**config.mk**
```make
export PLATFORM = sky130hd
export DESIGN_NAME = sahi_top
export DESIGN_NICKNAME = d
export VERILOG_FILES = /design/src/common/sahi_pkg.sv /design/src/logic/sahi_top.sv /design/src/logic/sahi_sync.sv /design/src/logic/sahi_buf2.sv
export SDC_FILE = /design/constraint.sdc
export NUM_CORES = 1
export LEC_CHECK = 0
export BUFFER_PORTS_ARGS = -buffer_cell sky130_fd_sc_hd__buf_2
export CORE_ASPECT_RATIO = 0.5
export CORE_MARGIN = 5
export CORE_UTILIZATION = 35
export CTS_BUF_LIST = sky130_fd_sc_hd__clkbuf_16
export CTS_CLUSTER_DIAMETER = 60
export DETAILED_ROUTE_END_ITERATION = 8
export GPL_ROUTABILITY_DRIVEN = 1
export SLEW_MARGIN = 10
export SYNTH_ARGS = -nofsm -noshare
export SYNTH_HDL_FRONTEND = slang
export SYNTH_HIERARCHICAL = 1
export SYNTH_SLANG_ARGS = --single-unit
```
**constraint.sdc**
```tcl
create_clock -name mclk -period 3.5 [get_ports mclk]
set_input_delay 0.7 -clock mclk [delete_from_list [all_inputs] [get_ports mclk]]
set_output_delay 0.7 -clock mclk [all_outputs]
set_load 0.1 [all_outputs]
```
**src/common/sahi_pkg.sv**
```systemverilog
// Purpose: Shared constants for the converter host interface.
// Assumes: System clock mclk at 10 MHz.
// Notes: Times are in ns; cycle counts derive from the clock period.
package sahi_pkg;
  localparam int unsigned CLK_PERIOD_NS = 100;
  localparam int unsigned RESULT_W = 16;
  localparam int unsigned BYTE_W = 8;
  localparam int unsigned SER_BITS = 16;
  // Conversion time of the modelled successive-approximation core.
  localparam int unsigned CONV_TIME_NS = 20000;
  localparam int unsigned CONV_CYCLES = CONV_TIME_NS / CLK_PERIOD_NS;
  // Half period of the internally generated serial bit clock.
  localparam int unsigned SCLK_HALF_NS = 400;
  localparam int unsigned SCLK_HALF_CYCLES =
    (SCLK_HALF_NS / CLK_PERIOD_NS) > 0 ? SCLK_HALF_NS / CLK_PERIOD_NS : 1;
  localparam logic [15:0] RESULT_RST = 16'h0000;
  localparam int unsigned SB_MSB = 15;
  localparam int unsigned LB_MSB = 7;
endpackage

```
**src/logic/sahi_top.sv**
```systemverilog
// Purpose: Digital host interface of a 16-bit sampling converter.
// Assumes: mclk at 10 MHz; pins are asynchronous and synchronised here.
// Notes: Core results enter through a two-entry buffer.
`timescale 1ns/1ps
module sahi_top (
  input wire logic mclk,
  input wire logic sys_rst,
  input wire logic chip_select_n,
  input wire logic read_convert,
  input wire logic byte_select,
  input wire logic output_format_select,
  input wire logic ext_clock_select,
  input wire logic serial_bit_clock_in,
  output logic serial_bit_clock_out,
  output logic serial_bit_clock_oe_n,
  output logic serial_result_out,
  input wire logic daisy_chain_in,
  output logic [7:0] parallel_data,
  output logic parallel_data_oe_n,
  output logic busy_n,
  input wire logic analog_power_down,
  input wire logic reference_disable,
  output logic analog_enable,
  output logic internal_reference_enable,
  output logic sample_hold,
  input wire logic core_valid,
  output logic core_ready,
  input wire logic [15:0] core_result
);
  typedef enum logic [1:0] {SAHI_IDLE, SAHI_CONV, SAHI_FINISH} sahi_state_e;

  logic cs_n_s, rc_s, byte_s, fmt_s, ext_s, sclk_s, tag_s, pd_s, reference_disable_s;
  sahi_sync #(.RST_VAL(1'b1)) u_cs (.clk(mclk), .rst(sys_rst), .d(chip_select_n), .q(cs_n_s));
  sahi_sync #(.RST_VAL(1'b1)) u_rc (.clk(mclk), .rst(sys_rst), .d(read_convert), .q(rc_s));
  sahi_sync u_by (.clk(mclk), .rst(sys_rst), .d(byte_select), .q(byte_s));
  sahi_sync u_fm (.clk(mclk), .rst(sys_rst), .d(output_format_select), .q(fmt_s));
  sahi_sync u_ex (.clk(mclk), .rst(sys_rst), .d(ext_clock_select), .q(ext_s));
  sahi_sync u_sk (.clk(mclk), .rst(sys_rst), .d(serial_bit_clock_in), .q(sclk_s));
  sahi_sync u_tg (.clk(mclk), .rst(sys_rst), .d(daisy_chain_in), .q(tag_s));
  sahi_sync u_pd (.clk(mclk), .rst(sys_rst), .d(analog_power_down), .q(pd_s));
  sahi_sync u_rf (.clk(mclk), .rst(sys_rst), .d(reference_disable), .q(reference_disable_s));

  // Core results pass a two-entry buffer; it drains only at conversion end.
  logic buf_valid, buf_ready;
  logic [15:0] buf_data;
  sahi_buf2 #(.W(sahi_pkg::RESULT_W)) u_buf (
    .clk(mclk),
    .rst(sys_rst),
    .in_valid(core_valid),
    .in_ready(core_ready),
    .in_data(core_result),
    .out_valid(buf_valid),
    .out_ready(buf_ready),
    .out_data(buf_data)
  );

  logic start_n_r, start_n_nxt, sclk_d_r, sclk_d_nxt;
  logic start_fall, sclk_fall;
  logic rd_en_r, rd_en_nxt;
  sahi_state_e st_r, st_nxt;
  logic [15:0] cnt_r, cnt_nxt;
  logic [15:0] result_r, result_nxt;
  logic [15:0] shift_r, shift_nxt;
  logic [4:0] bits_r, bits_nxt;
  logic [15:0] half_r, half_nxt;
  logic sclk_r, sclk_nxt, sdo_r, sdo_nxt;
  logic [7:0] pdata_r, pdata_nxt;
  logic [15:0] fmt_result;
  logic int_sending;

  assign start_fall = start_n_r && !start_n_nxt;
  assign sclk_fall = sclk_d_r && !sclk_s;
  assign int_sending = !ext_s && (bits_r != 5'h0);
  // Core output is offset binary; inverting the MSB gives two's complement.
  assign fmt_result = fmt_s ? result_r : {~result_r[15], result_r[14:0]};

  always_comb begin
    start_n_nxt = cs_n_s || rc_s;
    sclk_d_nxt = sclk_s;
    rd_en_nxt = rd_en_r;
    st_nxt = st_r;
    cnt_nxt = cnt_r;
    result_nxt = result_r;
    buf_ready = 1'b0;
    // Select falling with read high enables the bus just as a read rise does.
    if (!cs_n_s && rc_s) begin
      rd_en_nxt = 1'b1;
    end
    if (cs_n_s || !rc_s) begin
      rd_en_nxt = 1'b0;
    end
    unique case (st_r)
      SAHI_IDLE: begin
        if (start_fall) begin
          st_nxt = SAHI_CONV;
          cnt_nxt = 16'(sahi_pkg::CONV_CYCLES - 1);
        end
      end
      SAHI_CONV: begin
        // Requests here are not looked at at all.
        if (cnt_r != 16'h0000) begin
          cnt_nxt = cnt_r - 16'h0001;
        end else begin
          st_nxt = SAHI_FINISH;
        end
      end
      SAHI_FINISH: begin
        // Waits for a core word and for the internal shift to finish.
        if (buf_valid && !int_sending) begin
          buf_ready = 1'b1;
          result_nxt = buf_data;
          st_nxt = SAHI_IDLE;
        end
      end
    endcase
  end

  always_comb begin
    shift_nxt = shift_r;
    bits_nxt = bits_r;
    half_nxt = half_r;
    sclk_nxt = sclk_r;
    sdo_nxt = sdo_r;
    if (!ext_s) begin
      sclk_nxt = 1'b0;
      if (st_r == SAHI_IDLE && start_fall) begin
        shift_nxt = fmt_result;
        bits_nxt = 5'(sahi_pkg::SER_BITS);
        half_nxt = 16'(sahi_pkg::SCLK_HALF_CYCLES - 1);
        sdo_nxt = fmt_result[15];
      end else if (bits_r != 5'h0) begin
        sclk_nxt = sclk_r;
        if (half_r != 16'h0000) begin
          half_nxt = half_r - 16'h0001;
        end else begin
          half_nxt = 16'(sahi_pkg::SCLK_HALF_CYCLES - 1);
          sclk_nxt = ~sclk_r;
          if (sclk_r) begin
            // Falling edge of the generated clock advances the bit.
            bits_nxt = bits_r - 5'h01;
            shift_nxt = {shift_r[14:0], 1'b0};
            sdo_nxt = shift_r[14];
          end
        end
      end
    end else begin
      bits_nxt = 5'h0;
      sclk_nxt = 1'b0;
      if (rd_en_nxt && !rd_en_r) begin
        shift_nxt = fmt_result;
        sdo_nxt = fmt_result[15];
      end else if (sclk_fall) begin
        // Daisy-chain input fills behind the outgoing result.
        shift_nxt = {shift_r[14:0], tag_s};
        sdo_nxt = shift_r[14];
      end
    end
  end

  always_comb begin
    pdata_nxt = byte_s ? fmt_result[sahi_pkg::LB_MSB -: 8]
                       : fmt_result[sahi_pkg::SB_MSB -: 8];
  end

  always_ff @(posedge mclk or posedge sys_rst) begin
    if (sys_rst) begin
      start_n_r <= 1'b1;
      sclk_d_r <= 1'b0;
      rd_en_r <= 1'b0;
      st_r <= SAHI_IDLE;
      cnt_r <= 16'h0000;
      result_r <= sahi_pkg::RESULT_RST;
      shift_r <= 16'h0000;
      bits_r <= 5'h00;
      half_r <= 16'h0000;
      sclk_r <= 1'b0;
      sdo_r <= 1'b0;
      pdata_r <= 8'h00;
    end else begin
      start_n_r <= start_n_nxt;
      sclk_d_r <= sclk_d_nxt;
      rd_en_r <= rd_en_nxt;
      st_r <= st_nxt;
      cnt_r <= cnt_nxt;
      result_r <= result_nxt;
      shift_r <= shift_nxt;
      bits_r <= bits_nxt;
      half_r <= half_nxt;
      sclk_r <= sclk_nxt;
      sdo_r <= sdo_nxt;
      pdata_r <= pdata_nxt;
    end
  end

  assign busy_n = (st_r == SAHI_IDLE);
  assign sample_hold = (st_r != SAHI_IDLE);
  assign parallel_data = pdata_r;
  assign parallel_data_oe_n = !rd_en_r;
  assign serial_bit_clock_out = sclk_r;
  assign serial_bit_clock_oe_n = ext_s;
  assign serial_result_out = sdo_r;
  assign analog_enable = !pd_s;
  assign internal_reference_enable = !reference_disable_s;
endmodule // sahi_top

```
**src/logic/sahi_sync.sv**
```systemverilog
// Purpose: Two flip-flop synchroniser for one level.
// Assumes: Input is asynchronous to clk.
// Notes: The first stage is read only by the second.
`timescale 1ns/1ps
module sahi_sync #(
  parameter logic RST_VAL = 1'b0
) (
  input wire logic clk,
  input wire logic rst,
  input wire logic d,
  output logic q
);
  logic meta_r;
  always_ff @(posedge clk or posedge rst) begin
    if (rst) begin
      // Resetting to the idle level of the pin avoids a false edge after reset.
      meta_r <= RST_VAL;
      q <= RST_VAL;
    end else begin
      meta_r <= d;
      q <= meta_r;
    end
  end
endmodule // sahi_sync

```
**src/logic/sahi_buf2.sv**
```systemverilog
// Purpose: Two-entry buffer with valid and ready on both sides.
// Assumes: One clock.
// Notes: Full and empty are exact.
`timescale 1ns/1ps
module sahi_buf2 #(
  parameter int unsigned W = 16
) (
  input wire logic clk,
  input wire logic rst,
  input wire logic in_valid,
  output logic in_ready,
  input wire logic [W-1:0] in_data,
  output logic out_valid,
  input wire logic out_ready,
  output logic [W-1:0] out_data
);
  logic [W-1:0] mem_r [2];
  logic [W-1:0] mem_nxt [2];
  logic rd_r, rd_nxt, wr_r, wr_nxt;
  logic [1:0] cnt_r, cnt_nxt;
  logic push, pop;
  assign in_ready = (cnt_r != 2'h2);
  assign out_valid = (cnt_r != 2'h0);
  assign out_data = mem_r[rd_r];
  assign push = in_valid && in_ready;
  assign pop = out_valid && out_ready;
  always_comb begin
    mem_nxt = mem_r;
    rd_nxt = rd_r;
    wr_nxt = wr_r;
    cnt_nxt = cnt_r;
    if (push) begin
      mem_nxt[wr_r] = in_data;
      wr_nxt = ~wr_r;
    end
    if (pop) begin
      rd_nxt = ~rd_r;
    end
    if (push && !pop) begin
      cnt_nxt = cnt_r + 2'h1;
    end else if (pop && !push) begin
      cnt_nxt = cnt_r - 2'h1;
    end
  end
  always_ff @(posedge clk or posedge rst) begin
    if (rst) begin
      mem_r[0] <= '0;
      mem_r[1] <= '0;
      rd_r <= 1'b0;
      wr_r <= 1'b0;
      cnt_r <= 2'h0;
    end else begin
      mem_r <= mem_nxt;
      rd_r <= rd_nxt;
      wr_r <= wr_nxt;
      cnt_r <= cnt_nxt;
    end
  end
endmodule // sahi_buf2

```
==> flow_summary.ini, run 1 <==
[status]
status = completed

[placement]
portBuffers = 44
placed_cell_area_mm2 = 0.00682
place_congestion = 0.762
hpwl_um = 8200
dp_cells = 798

[routing]
drc = 0
ant_nets = 0
dr.pass1.iters = 4
routed_wl_um = 12300
vias = 3981
viasPerCell = 4.80
wl_per_cell_um = 14.8
first_iter_violations = 161

[final_layout]
fin_area_mm2 = 0.00748
n_antenna_cell = 0
drive_above_1_share = 0.322
fillers = 1654
finalNonFillerCells = 830
synthToLayoutAreaGrowth_pct = 17.5
nNetsFinal = 619

[global_routing]
overflow = 0
antenna_found_initial = 0
met1_usage = 0.160
grt_pass1_wl_um = 20800
grt_pass1_vias = 4070
busiest_layer = met2
grtUsageMet2 = 0.193
grt_max_degree = 84
grt_use_total = 0.121
met3_usage = 0.0304

[sta]
setup_viol = 0
grt_setup_unrepaired = no
finalCriticalPeriod_ns = 2.53
relSlewSlack = 0.476
hold_viol_final = 0
tightest_slew_ns = 0.786
clock.fmax_mhz = 395
setup_tns_ns = 0
report.final.slew_viol_count = 0
finClkSkew_ns = 0.00955
finalCritPeriodShare = 0.724

[cts]
root_buffer = clkbuf_16
clock_sinks = 137
h-tree-depth = 4
cts_buffers = 17
cts_hold_buf = 0
ctsResizeCount = 0
cts_tree = built
max-clock-path-buffers = 2
cts.clk_slew.worst_paths_ns = 0.06
clk_latency_ns = 0.41
cts_setup_buffers = 0

[setup_path]
path_max_fanout = 18
worstPathRequired_ns = 3.83
worstSetupEndpointType = flip-flop
worstSetupPathType = reg2reg
crit_arrival_ns = 2.86
max_stage_delay_ns = 0.59
cp_slowest_cell = a21oi_2
cp-start-kind = flip-flop
path_cells = inv_1 -> ha_1 -> and4bb_2 -> or3_1 -> a21oi_2 -> o21ai_0 -> a31oi_1
r2r.worst_path.cells = 7

[power]
p_per_area_mw_per_mm2 = 892
p_leak_uw = 0.00351
vdd_drop_max_v = 0.000370

[floorplan]
die_y_um = 105
ios = 45
row_count = 34
start_util = 0.361
dieArea_mm2 = 0.0211
die_x_um = 201
core-area_mm2 = 0.0176

[logic_synthesis]
synthArstFlopShare = 1.00
netlist_area_mm2 = 0.00637
synth_cell_type_count = 63
synthFlopType = dfrtp_1
ys_top_cells_by_area = dfrtp_1 52%, mux2_2 11%, mux2_4 4.7%
yosys.area.top_type = dfrtp_1
ys_ff_latch = 137
yosysWarningCount = 6
syn-num-nets = 570
yosysTopAreaCellShare = 0.519
synth_edf_count = 0
synth_cells = 534
ys_seq_area_frac = 0.540
avgSynthCellArea_um2 = 11.9

[job]
maxCapViolations = 0

[hold_path]
hp-class = in2async
[through the flow]
step | hold slack (ns) | utilization | setup WS, ns | power, uW
after global placement | 0.335 | 0.387 | 1.07 | 4660
final | 0.238 | 0.425 | 0.966 | 6670
after CTS | 0.222 | 0.425 | 0.981 | 6730
after detailed placement | 0.339 | 0.387 | 1.01 | 4710
after floorplan | 0.331 | - | 0.584 | 4280
after global routing | 0.238 | 0.425 | 0.768 | 7050
[Yosys cell counts, drive strengths merged, types with 4 or more instances]
library cell	count
a21oi	14
or4	4
or2	5
nor2b	7
nor4b	4
inv	27
nand2b	4
mux2	85
xnor2	15
dfstp	5
clkbuf	10
nor4	7
a211oi	5
a31oi	9
nor3	12
nand2	66
or3	6
mux2i	5
o21ai	18
ha	8
xor2	7
dfrtp	132
nor2	32
buf	10
[cell usage in the layout (no fill, tap or decap), types with 7 or more instances in the layout]
| master | count |
|---|---|
| o21ai_0 | 18 |
| mux2_2 | 65 |
| buf_2 | 44 |
| nor2b_1 | 7 |
| inv_1 | 28 |
| a31oi_1 | 9 |
| nor2_1 | 32 |
| dfrtp_1 | 132 |
| mux2_4 | 20 |
| xnor2_1 | 15 |
| xor2_1 | 7 |
| ha_1 | 8 |
| a21oi_1 | 13 |
| clkbuf_16 | 17 |
| nand2_1 | 66 |
| nor3_1 | 10 |
[layout make-up]
cell class	instances	area [um2]	area share
clock buffer	17	425	0.0569
clock inverter	15	230	0.0308
inverter	28	106	0.0142
multi-input combinational	349	2710	0.363
sequential	137	3430	0.459
tap	234	293	0.0391
timing repair buffer	50	278	0.0371
[routing by layer]
metal | part of all wire | vias to the layer above
li1 | - | 1956
met1 | 0.49 | 1944
met2 | 0.47 | 63
met3 | 0.032 | 18
met4 | 0.014 | 0
met5 | 0 | -
[state kept, by name, indices dropped and copies added (netlist names), 2 cells and up]
signal and flops:
st_r 2, result_r 16, u_buf/mem_r 32, half_r 16, shift_r 15, u_buf/cnt_r 2, parallel_data 8, bits_r 5
cnt_r 16
[critical path: cells and delay by family, from the launching register on]
family	cells	cell delay, ns
AND/OR/NAND/NOR	2	0.73
AO/OA/AOI/OAI	3	1.00
adder cells (fa/ha/maj)	1	0.27
buffers and inverters	1	0.08
flip-flops	1	0.37
[where the power goes]
| part | total (uW) | internal (uW) | switching (uW) |
|---|---|---|---|
| Combinational | 2140 | 932 | 1210 |
| Clock | 1990 | 1330 | 665 |
| Sequential | 2540 | 2120 | 416 |
[kinds of logic (layout without fill, tap and decap cells)]
family,count (synthesis),in the layout,share of synthesized area
and+or+nand+nor,162,162,0.139
AOI/OAI and AO/OA,67,67,0.0715
xor gates and xnor gates,22,22,0.0303
muxes,90,90,0.170
buffers and inverters,48,110,0.0344
adders and majority gates,8,8,0.0157
DFF,137,137,0.540
[final timing paths]
kind | from | slack [ns] | end
setup / recovery | st_r[0]$_DFFE_PP0P_ | 0.97 | half_r[10]$_DFFE_PP0P_
max in group asynchronous | sys_rst | 2.63 | start_n_r$_DFF_PP1_
hold / removal | sys_rst | 0.24 | u_by/meta_r$_DFF_PP0_
min in group mclk | u_fm/meta_r$_DFF_PP0_ | 0.35 | u_fm/q$_DFF_PP0_
setup reg to reg | st_r[0]$_DFFE_PP0P_ | 0.97 | half_r[10]$_DFFE_PP0P_
hold reg to reg | u_fm/meta_r$_DFF_PP0_ | 0.35 | u_fm/q$_DFF_PP0_
Note: power is estimated with default switching activity, not from simulation.
==> run 2: changes to the inputs <==
- ABC_AREA: not set -> 1
- clock period: 3.5 -> 2.7 ns (I/O delays scaled with it)
==> flow_summary.ini, run 2 <==
[sta]
report.final.slew_viol_count = 0
finalCritPeriodShare = 0.917
finClkSkew_ns = 0.0107
setup_tns_ns = 0
clock.fmax_mhz = 404
hold_ws_ns = 0.0710
tightest_slew_ns = 0.630
setup_slack_ns = 0.224
hold_viol_final = 0
finalCriticalPeriod_ns = 2.48
relSlewSlack = 0.579
grt_setup_unrepaired = no
setup_viol = 0

[cts]
max-clock-path-buffers = 2
h-tree-depth = 4
ctsResizeCount = 0
clk_latency_ns = 0.42
cts.clk_slew.worst_paths_ns = 0.06
cts_hold_buf = 0
cts_tree = built
root_buffer = clkbuf_16
cts_buffers = 17
clock_sinks = 137
cts_setup_buffers = 0

[global_routing]
grt_use_total = 0.152
grt_pass1_vias = 6052
grt_pass1_wl_um = 29600
overflow = 0
antenna_found_initial = 0
grt_max_degree = 37

[setup_path]
crit_arrival_ns = 1.94
r2r.worst_path.cells = 7
reg2reg_slack_ns = 0.50
worstPathRequired_ns = 2.16
cp-start-kind = flip-flop
crit_start = st_r[1]$_DFFE_PP0P_
r2r-end = cnt_r[15]$_DFFE_PP0P_
timing.rr.start = st_r[1]$_DFFE_PP0P_
setup.worst_path.end = busy_n
worstSetupEndpointType = output pin
path_max_fanout = 18
worstSetupPathType = reg2out

[floorplan]
die_x_um = 212
row_count = 36
dieArea_mm2 = 0.0235
ios = 45
die_y_um = 111
start_util = 0.361
core-area_mm2 = 0.0197

[logic_synthesis]
yosysWarningCount = 6
yosysMostFrequentCell = nand2_1
synth_cells = 948
netlist_area_mm2 = 0.00713
ys_top_cells_by_area = dfrtp_1 46%, nand2_1 21%, nand4_1 4.4%
synth_cell_type_count = 34
synth_edf_count = 0
syn-num-nets = 984
synthArstFlopShare = 1.00
synthTopCellsByCount = 396 x nand2_1, 132 x dfrtp_1, 80 x inv_1
yosys.area.top_type = dfrtp_1
synthFlopType = dfrtp_1
ys_seq_area_frac = 0.482
yosysTopAreaCellShare = 0.463
ys_ff_latch = 137
avgSynthCellArea_um2 = 7.52

[final_layout]
drive_above_1_share = 0.114
multiInputGateArea_mm2 = 0.00312
nNetsFinal = 1020
synthToLayoutAreaGrowth_pct = 15.0
largest_reg_flops = 32
regArea_mm2 = 0.00343
finalNonFillerCells = 1263
final_common_cell = nand2_1
n_antenna_cell = 0
top_register = u_buf/mem_r
mostFrequentLayoutCells = 396 x nand2_1, 132 x dfrtp_1, 82 x inv_1
fillers = 2017

[routing]
dr.pass1.iters = 5
routed_wl_um = 16900
drc = 0
ant_nets = 0
wl_per_cell_um = 13.4
vias = 6119
viasPerCell = 4.84
first_iter_violations = 514

[status]
status = completed

[placement]
place_congestion = 0.812
dp_slack_ns = 0.529
hpwl_um = 11500
portBuffers = 44
dp_cells = 1231

[job]
maxCapViolations = 0

[power]
p_leak_uw = 0.00431
vdd_drop_max_v = 0.000681
p_per_area_mw_per_mm2 = 1230

[hold_path]
hp-class = in2async
-- run 2: cell types whose count changed after synthesis, sizes merged, moves of 9 or more --
| cell | change |
|---|---|
| a31oi | -9 |
| nand3 | +65 |
| nand4 | +47 |
| xnor2 | -10 |
| o21ai | +44 |
| nor2 | +31 |
| a21oi | -10 |
| inv | +60 |
| nand2 | +333 |
| buf | +19 |
| mux2 | -85 |
-- run 2: where the power goes --
group / internal [uW] / total, uW / switching (uW)
Sequential: 2810 / 3390 / 580
Combinational: 1190 / 4160 / 2970
Clock: 1630 / 2510 / 886
Total: 5620 / 10100 / 4440
-- run 2: cell type report --
| type | count | area share |
|---|---|---|
| multi-input combinational | 681 | 0.381 |
| tap | 266 | 0.0406 |
| timing repair buffer | 59 | 0.0421 |
| clock inverter | 15 | 0.0256 |
| inverter | 88 | 0.0404 |
| sequential | 137 | 0.419 |
| clock buffer | 17 | 0.0519 |
-- run 2: worst min path at each step --
| stage | from | end | depth (start not counted) |
|---|---|---|---|
| after global routing | sys_rst | u_tg/q$_DFF_PP0_ | 2 |
| final | sys_rst | u_fm/q$_DFF_PP0_ | 2 |
| after CTS | sys_rst | u_fm/meta_r$_DFF_PP0_ | 2 |
| after floorplan | sys_rst | u_by/meta_r$_DFF_PP0_ | 1 |
| after detailed placement | u_ex/meta_r$_DFF_PP0_ | u_ex/q$_DFF_PP0_ | 0 |
| after global placement | u_rf/meta_r$_DFF_PP0_ | u_rf/q$_DFF_PP0_ | 0 |
-- run 2: cell families after synthesis --
group,after synthesis,synth area share
fa+ha+maj,8,0.0140
xor+xnor,14,0.0172
flops,137,0.482
compound gates,73,0.0544
simple gates,586,0.352
buf+inv,130,0.0807
-- run 2: worst max-delay path, cell delays in order (launching register included) --
cell	delay (ns)
dfrtp_1	0.40
inv_1	0.09
ha_2	0.46
buf_2	0.55
-- run 2: per-stage QoR --
stage	total power, uW	cell area (um2)	utilization
detailed placement	7580	7560	0.383
CTS	10100	8200	0.416
global route	10900	8200	0.416
finish	10100	8200	0.416
global placement	7480	7560	0.383
floorplan	6680	7130	-
-- run 2: per-layer routing --
layer,vias up,track usage,share of wire
li1,3084,-,-
met4,0,0.0403,0.011
met1,2894,0.207,0.48
met3,11,0.0376,0.042
met5,-,0,0
met2,130,0.244,0.47
